[config.mk]
export PLATFORM = sky130hd
export DESIGN_NAME = bru_byte_rotate_unit
export DESIGN_NICKNAME = d
export VERILOG_FILES = /design/src/hdl/bru_pkg.sv /design/src/hdl/bru_rotate_core.sv /design/src/hdl/bru_byte_rotate_unit.sv
export VERILOG_INCLUDE_DIRS = /design/src /design/src/hdl
export SDC_FILE = /design/constraint.sdc
export NUM_CORES = 1
export LEC_CHECK = 0
export ABC_AREA = 0
export CAP_MARGIN = 5
export CORE_UTILIZATION = 27
export CTS_CLUSTER_DIAMETER = 120
export DETAILED_ROUTE_END_ITERATION = 6
export DONT_BUFFER_PORTS = 1
export PLACE_DENSITY = 0.45
export SYNTH_ARGS = -nofsm -noshare
export SYNTH_HDL_FRONTEND = slang
export SYNTH_SLANG_ARGS = --single-unit
[constraint.sdc]
create_clock -name mclk -period 1.1 [get_ports mclk]
set_clock_uncertainty 0.15 [all_clocks]
set_input_delay 0.055 -clock mclk [delete_from_list [all_inputs] [get_ports mclk]]
set_output_delay 0.055 -clock mclk [all_outputs]
set_load 0.02 [all_outputs]
[src/hdl/bru_cfg.svh]
// Constants for the byte rotate unit: widths, bit positions and reset values
`ifndef BRU_CFG_SVH
`define BRU_CFG_SVH
// Data width of memory byte and accumulator
`define BRU_DATA_W 8
// Top and lowest bit positions of the byte
`define BRU_TOP_BIT 7
`define BRU_LOW_BIT 0
// Reset values of the result byte and carry
`define BRU_RESULT_RST 8'h00
`define BRU_CARRY_RST 1'b0
// Execution latency in clock cycles from request to result
`define BRU_LATENCY 1
`endif

[src/hdl/bru_pkg.sv]
// Package for the byte rotate unit: operation codes and carrier structs
package bru_pkg;
    // Decoded rotate operation
    typedef enum logic [2:0] {
        BRU_OP_ROTATE_LEFT_TO_ACCUMULATOR,
        BRU_OP_ROTATE_LEFT_THROUGH_CARRY,
        BRU_OP_ROTATE_LEFT_CARRY_TO_ACCUMULATOR,
        BRU_OP_ROTATE_RIGHT_IN_MEMORY,
        BRU_OP_ROTATE_RIGHT_TO_ACCUMULATOR,
        BRU_OP_ROTATE_RIGHT_THROUGH_CARRY,
        BRU_OP_ROTATE_LEFT_IN_MEMORY,
        BRU_OP_ROTATE_RIGHT_CARRY_TO_ACCUMULATOR
    } bru_op_t;

    // Request from the core's decoder
    typedef struct packed {
        logic       valid;  // One-cycle execute strobe
        bru_op_t    op;     // Which rotate
        logic [7:0] mem;    // Memory operand byte
        logic       carry;  // Current carry flag
    } bru_req_t;

    // Combinational outcome of one rotate
    typedef struct packed {
        logic [7:0] result;    // Rotated byte
        logic       to_acc;    // 1: accumulator, 0: memory
        logic       carry;     // Carry after the operation
        logic       carry_we;  // Carry is written
    } bru_res_t;
endpackage : bru_pkg

[src/hdl/bru_rotate_core.sv]
// Combinational rotate core: forms result, destination and carry
`timescale 1ns/100ps
`include "bru_cfg.svh"
module bru_rotate_core (
    // Request in
    input  wire bru_pkg::bru_req_t req,
    // Outcome out
    output bru_pkg::bru_res_t      res
);
    // Decode shift direction, carry usage and destination
    always_comb begin
        res = '0;
        case (req.op)
            bru_pkg::BRU_OP_ROTATE_LEFT_TO_ACCUMULATOR: begin
                res.result = {req.mem[`BRU_TOP_BIT-1:0], req.mem[`BRU_TOP_BIT]};
                res.to_acc = 1'b1;
                res.carry  = req.carry;
            end
            // Plain left rotate kept in memory
            bru_pkg::BRU_OP_ROTATE_LEFT_IN_MEMORY: begin
                res.result = {req.mem[`BRU_TOP_BIT-1:0], req.mem[`BRU_TOP_BIT]};
                res.carry  = req.carry;
            end
            bru_pkg::BRU_OP_ROTATE_LEFT_THROUGH_CARRY: begin
                res.result   = {req.mem[`BRU_TOP_BIT-1:0], req.carry};
                res.carry    = req.mem[`BRU_TOP_BIT];
                res.carry_we = 1'b1;
            end
            bru_pkg::BRU_OP_ROTATE_LEFT_CARRY_TO_ACCUMULATOR: begin
                res.result   = {req.mem[`BRU_TOP_BIT-1:0], req.carry};
                res.to_acc   = 1'b1;
                res.carry    = req.mem[`BRU_TOP_BIT];
                res.carry_we = 1'b1;
            end
            bru_pkg::BRU_OP_ROTATE_RIGHT_IN_MEMORY: begin
                res.result = {req.mem[`BRU_LOW_BIT], req.mem[`BRU_TOP_BIT:1]};
                res.carry  = req.carry;
            end
            bru_pkg::BRU_OP_ROTATE_RIGHT_TO_ACCUMULATOR: begin
                res.result = {req.mem[`BRU_LOW_BIT], req.mem[`BRU_TOP_BIT:1]};
                res.to_acc = 1'b1;
                res.carry  = req.carry;
            end
            bru_pkg::BRU_OP_ROTATE_RIGHT_THROUGH_CARRY: begin
                res.result   = {req.carry, req.mem[`BRU_TOP_BIT:1]};
                res.carry    = req.mem[`BRU_LOW_BIT];
                res.carry_we = 1'b1;
            end
            // Right through carry, accumulator target
            bru_pkg::BRU_OP_ROTATE_RIGHT_CARRY_TO_ACCUMULATOR: begin
                res.result   = {req.carry, req.mem[`BRU_TOP_BIT:1]};
                res.to_acc   = 1'b1;
                res.carry    = req.mem[`BRU_LOW_BIT];
                res.carry_we = 1'b1;
            end
            // Unknown code: keep carry, write nothing useful
            default: begin
                res.carry = req.carry;
            end
        endcase
    end
endmodule : bru_rotate_core

[src/hdl/bru_byte_rotate_unit.sv]
// Top of the byte rotate unit: registered rotate datapath with checks
// Overview of operation
// - left rotate to accumulator, flags untouched
// - left through carry, result to memory
// - left through carry, result to accumulator
// - right rotate in memory, flags untouched
// - right rotate to accumulator, flags untouched
// - right through carry, result to memory
`timescale 1ns/100ps
`include "bru_cfg.svh"
module bru_byte_rotate_unit (
    // Clock and reset
    input  wire logic              mclk,
    input  wire logic              srst,
    // Request from decoder
    input  wire bru_pkg::bru_req_t req,
    // Result to writeback
    output logic                   done_q,
    output logic [7:0]             result_q,
    output logic                   acc_we_q,
    output logic                   mem_we_q,
    output logic                   carry_q
);
    // Outcome of the combinational core; settles within the request cycle
    bru_pkg::bru_res_t res;

    // Pure decode and wiring: no state lives in the core, so every rotate
    // reaches the flops below in the same cycle that the decoder offers it
    bru_rotate_core u_core (
        .req (req),
        .res (res)
    );

    // one-step completion strobe
    // Done is the request strobe delayed by one edge; there is no stall
    // path, so a held strobe yields one done per cycle, back to back
    always_ff @(posedge mclk) begin
        if (srst) begin
            // Reset drops a request taken in the same cycle
            done_q <= 1'b0;
        end else begin
            // One done for every taken request
            done_q <= req.valid;
        end
    end

    // result byte and destination strobes together
    // Both strobes come from one request, so exactly one of them is high
    // in the cycle after a request and neither is high when idle
    always_ff @(posedge mclk) begin
        if (srst) begin
            // Cleared byte and no writeback after reset
            result_q <= `BRU_RESULT_RST;
            acc_we_q <= 1'b0;
            mem_we_q <= 1'b0;
        end else begin
            // Accumulator target: memory byte is left alone
            acc_we_q <= req.valid & res.to_acc;
            // Memory target: accumulator is left alone
            mem_we_q <= req.valid & ~res.to_acc;
            // Hold the last result when idle, so writeback sees a stable byte
            if (req.valid) begin
                result_q <= res.result;
            end
        end
    end

    // carry kept as a flag: carry ops load it, other cycles copy the supplied flag
    // Carry is registered here to reach writeback with the result; the next rotate takes req.carry
    // Limitation: with no carry op the flop mirrors the supplied flag one
    // cycle late, so the core stays the owner of the carry state
    always_ff @(posedge mclk) begin
        if (srst) begin
            // Carry cleared by reset
            carry_q <= `BRU_CARRY_RST;
        end else if (req.valid && res.carry_we) begin
            carry_q <= res.carry;
        end else begin
            // Plain rotates and idle cycles pass the supplied flag
            carry_q <= req.carry;
        end
    end
endmodule : bru_byte_rotate_unit

======== Yosys cells after proc, flatten, opt, wreduce, memory -nomap -nowiden ========
Cells that the tools add are included.
word-level totals
  bits of input ports ..................... 15
  word-level logic and storage cells ...... 29
  output and inout bits ................... 12
  bits in registers ....................... 12
cells by class
  equality and inequality tests ........... 7
  bitwise logic cells ..................... 3
  reductions and logical operators ........ 9
  mux-type cells .......................... 5
operators with widths
  operator                                              number
  case mux 8 bit (4 select lines)                       1
  equality test 3 bit (second input constant)           4
  OR reduction 4 bit                                    3
  OR reduction 2 bit                                    4
  equality test 3 x 2 -> 1 bit (second input constant)  2
  equality test 3 x 1 -> 1 bit (second input constant)  1
  logical NOT 3 bit                                     1
  two-way mux 1 bit                                     3
  case mux 1 bit (3 select lines)                       1
  AND 1 bit                                             2
  logical AND 1 bit                                     1
  NOT 1 bit                                             1

======== Depth between registers and ports, before layout ========
  depth in word-level cells ............... 5
  depth in mapped cells ................... 5
  mapped depth without buffers ............ 4

======== Modules after synthesis ========
A second synthesis with hierarchy kept.
second synthesis, totals
  cell total of the unflattened synthesis .. 69
  area total of the unflattened synthesis .. 690.7 µm²
modules (own cells, without submodules)
  module                times used  seq. area each (µm²)  area an instance (µm²)  cells each
  bru_byte_rotate_unit  1           240.2                 412.9                   36
  bru_rotate_core       1           0.0                   277.8                   33

======== Least setup slack after synthesis ========
OpenSTA, ideal clock, no wires.
  kind .................................... in2reg
  start point ............................. input req[12] in the netlist's numbering
  end point ............................... register carry_q
  arrival ................................. 0.829 ns
  library setup time ...................... 0.071 ns
  path buffers ............................ 2
  data required time ...................... 0.879 ns
  slack ................................... 0.051 ns
  cell stages on the path ................. 4
  cell sequence ........................... clkbuf_1 clkbuf_1 o21ai_0 a21oi_1
between the ends
  longest elaborated chain between the ends .. 2
RTL lines
  item                    line                        RTL
  start: declaration      bru_byte_rotate_unit.sv:16  input wire bru_pkg::bru_req_t req,
  logical AND 1 bit       bru_byte_rotate_unit.sv:76  end else if (req.valid && res.carry_we) begin
  two-way mux 1 bit       bru_byte_rotate_unit.sv:76
  end signal: assignment  bru_byte_rotate_unit.sv:75  carry_q <= `BRU_CARRY_RST;
  end signal: assignment  bru_byte_rotate_unit.sv:77  carry_q <= res.carry;
  end signal: assignment  bru_byte_rotate_unit.sv:80  carry_q <= req.carry;
  end: declaration        bru_byte_rotate_unit.sv:22  output logic carry_q
No other way between the ends.
A chain may end at the register's enable or synchronous reset.

======== Worst setup path in the final report ========
  start point ............................. input req[10] in the netlist's numbering
  end point ............................... register carry_q
between the ends
  longest elaborated chain between the ends .. 5
  elaborated cells between the ends (all ways) .. 16
  classes of those cells .................. 7 x eq/ne; 3 x mux; 6 x reduce/logical
RTL lines
  item                                                        line                        RTL
  equality test 3 x 1 -> 1 bit, or another cell as far along  bru_rotate_core.sv:13       case (req.op)
  OR reduction 4 bit (no source line)                         --
  two-way mux 1 bit                                           bru_rotate_core.sv:13
  logical AND 1 bit                                           bru_byte_rotate_unit.sv:76
  two-way mux 1 bit *                                         bru_byte_rotate_unit.sv:76
Every way passes the cells marked *; elsewhere a longest branch is shown, timed or not.

==> implementation parameters <==
Parameter                              Value

Outcome
  Run status    finished with violations
  Failing checks    hold timing

Setup path
  Slowest cell on the critical path    dlygate4sd3_1
  Path type of the worst setup path    primary input to flop
  Capturing element type of the critical path    flop
  Cell class contributing the biggest share of worst-path delay    buffers and inverters
  R2R Setup Slk    290 ps
  Depth of the most critical reg-to-reg path    2
  Launch point of the worst reg-to-reg path    result_q[3]
  Worst Setup Start Kind    primary input
  Critical-path maximum fanout    9
  R2R Path End    result_q[3]
  Highest cell delay on the worst timing path    560 ps
  CP required    1100 ps
  Source of the critical timing path    req[10]
  Chain of cells forming the critical path    nor2b_2 -> xnor2_1 -> dlygate4sd3_1 -> o21ai_2 -> a21oi_2
  Data arrival at the endpoint of the critical path    1080 ps
  Buf+Inv Stages, Crit Path    1

Route
  Number of detailed-route iterations in the first pass    2
  Average vias per placed instance    4.97
  Final WL    1.40 mm
  DRC violation count after routing    0
  Routed len/inst    13.0 µm
  Residual antenna-violating net count after detailed routing    0
  Total number of vias    537
  Starting DRT DRC Count    2

Power
  Pwr Density    1330 nW/µm²
  Worst VDD drop    419 µV
  Total Power Consumption    1.04 mW
  Leakage Power    0.335 nW

STA
  WHS    -285 ps
  Achievable Freq    925 MHz
  Share of the clock period used by the worst path after layout    0.983
  Number of setup violations in the final report    0
  Final worst path period need    1080 ps
  Slew at the pin with the worst max-slew slack    434 ps
  Final number of max-transition violations    0
  Setup repair after global routing missed its margin    yes
  Final hold viol count    9
  Worst relative slew slack    0.711

Clocking
  Post-CTS Repair Setup Buffers    0
  Count of hold buffers inserted by post-cts repair    6
  Clock latency of the later-clocked register in the worst-skew pair    270 ps
  Num CTS Buffers    3
  # H-tree levels    1
  Max clock buf depth    2
  CTS clock-pin slew for the worst setup and hold paths    80 ps
  Clock root cell    clkbuf_4
  TritonCTS clock tree    built
  Clock sink count    12

Logic synthesis
  Count of flip-flops with a built-in enable after synthesis    0
  Number of warnings printed during yosys synthesis    0
  Prevailing post-synth register cell    dfxtp_1
  Syn Nets    85
  Distinct cells, synth    26
  Flops & latches, synth    12
  Proportion of synthesized flip-flops having asynchronous set or reset    0
  Average size of a mapped cell    8.78 µm²
  Post-synthesis instance total    70
  Cell area after technology mapping    614 µm²
  Sequential element share of the synthesized area    0.391

Place
  Number of I/O port buffers    0
  Weighted congestion at the end of routability-driven global placement    0.713
  Dpl hpwl    976 µm
  Cell area after placement    673 µm²
  # placed instances    99

GRT
  All-layer global routing usage    0.114
  Wire length of the first global-routing pass    2.04 mm
  Maximum number of pins on one net before global-route repair    19
  Aggregate global routing overflow    0
  Initial antenna violation count    0
  Number of global-route vias before repair    456

Final layout
  Nets@finish    97
  Finished Layout Cells    108
  Post-Route Utilization    0.384
  Most used cells in the layout excluding fill and tap cells    12 x dfxtp_1, 9 x nor2_1, 8 x buf_4, 7 x a211oi_1, 6 x mux2i_1
  Share of cells above drive strength 1    0.235
  Final design instance area without fill    785 µm²
  Area Overhead vs Synth    27.7%
  Most common library cell in the layout ignoring fill and taps    dfxtp_1
  Antenna Diode Count    0

Worst hold path
  Endpoint of the worst hold path    result_q[0]
  Worst hold start    req[12]
  Count of cells along the worst hold path    1
  Worst hold path type    primary input to flop

Floorplan
  Core Region    2040 µm²
  Io pins    27
  Full die area    2470 µm²
  Starting utilization of the core area    0.301
  Y dimension of the die    49.7 µm
  Number of placement rows    16
  Width of the die    49.7 µm

Run
  Max_cap viols    0
-- timing repair --
item                                    4_1_cts  5_1_grt
resized for setup                             0        8
hold endpoints to repair                     12        9
endpoints found under the setup margin        0        1
-- worst max-delay path by stage --
| stage | to | slack, ps | depth (start not counted) |
|---|---|---|---|
| after global placement | result_q[0] | 80 | 4 |
| after floorplan | carry_q | 50 | 4 |
| after detailed placement | result_q[3] | 60 | 4 |
| after global routing | carry_q | -3 | 5 |
| final | carry_q | 20 | 5 |
| after CTS | carry_q | 30 | 5 |
-- state kept, by name, indices dropped and copies added (netlist names) --
name,flops
acc_we_q,1
carry_q,1
done_q,1
result_q,8
mem_we_q,1
-- routing by layer --
metal  vias to the layer above  wire [µm]  GRT usage
li1                        268          -          -
met1                       242        640      0.134
met2                        22        603      0.162
met3                         5        116     0.0463
met4                         0         42     0.0857
met5                         -          0          0
-- kinds of logic after synthesis --
kind of cell / Yosys count / synth area share
AOI/OAI and AO/OA: 17 / 0.200
and+or+nand+nor: 24 / 0.200
DFF: 12 / 0.391
xor gates and xnor gates: 3 / 0.0428
muxes: 6 / 0.0978
buffers and inverters: 8 / 0.0692
-- layout make-up --
class	count	area [µm²]
inverters	2	7.51
multi-input cells	50	354
well taps	27	33.8
flip-flops and latches	12	240
repair buffers	13	113
fillers	233	1260
clock buffers	4	36.3
-- worst register-to-register path: cells and delay by family (launching register included) --
family           cells  cell delay (ps)
flip-flops           1              340
AO/OA/AOI/OAI        1              200
AND/OR/NAND/NOR      1               40
-- through the flow --
step,TNS (ps),setup slack (ps)
6_report,0,19.0
5_1_grt,-2.69,-2.69
4_1_cts,0,27.7
3_5_place_dp,0,57.5
3_3_place_gp,0,77.8
2_1_floorplan,0,50.9
-- cells in the mapped netlist (all sizes together), types with 2 or more instances --
library cell | instances | share of area
dfxtp | 12 | 0.39
nor2 | 9 | 0.055
a211oi | 7 | 0.086
mux2i | 6 | 0.098
nand2 | 5 | 0.031
a21oi | 4 | 0.051
buf | 3 | 0.039
clkbuf | 3 | 0.018
o21ai | 3 | 0.024
xnor2 | 3 | 0.043
inv | 2 | 0.012
nor2b | 2 | 0.033
nor3 | 2 | 0.016
-- power breakdown --
part,switching (mW),internal (mW)
combinational,0.0937,0.109
sequential,0.0251,0.466
clock,0.150,0.201
total,0.268,0.776
Note: power is estimated with default switching activity, not from simulation.
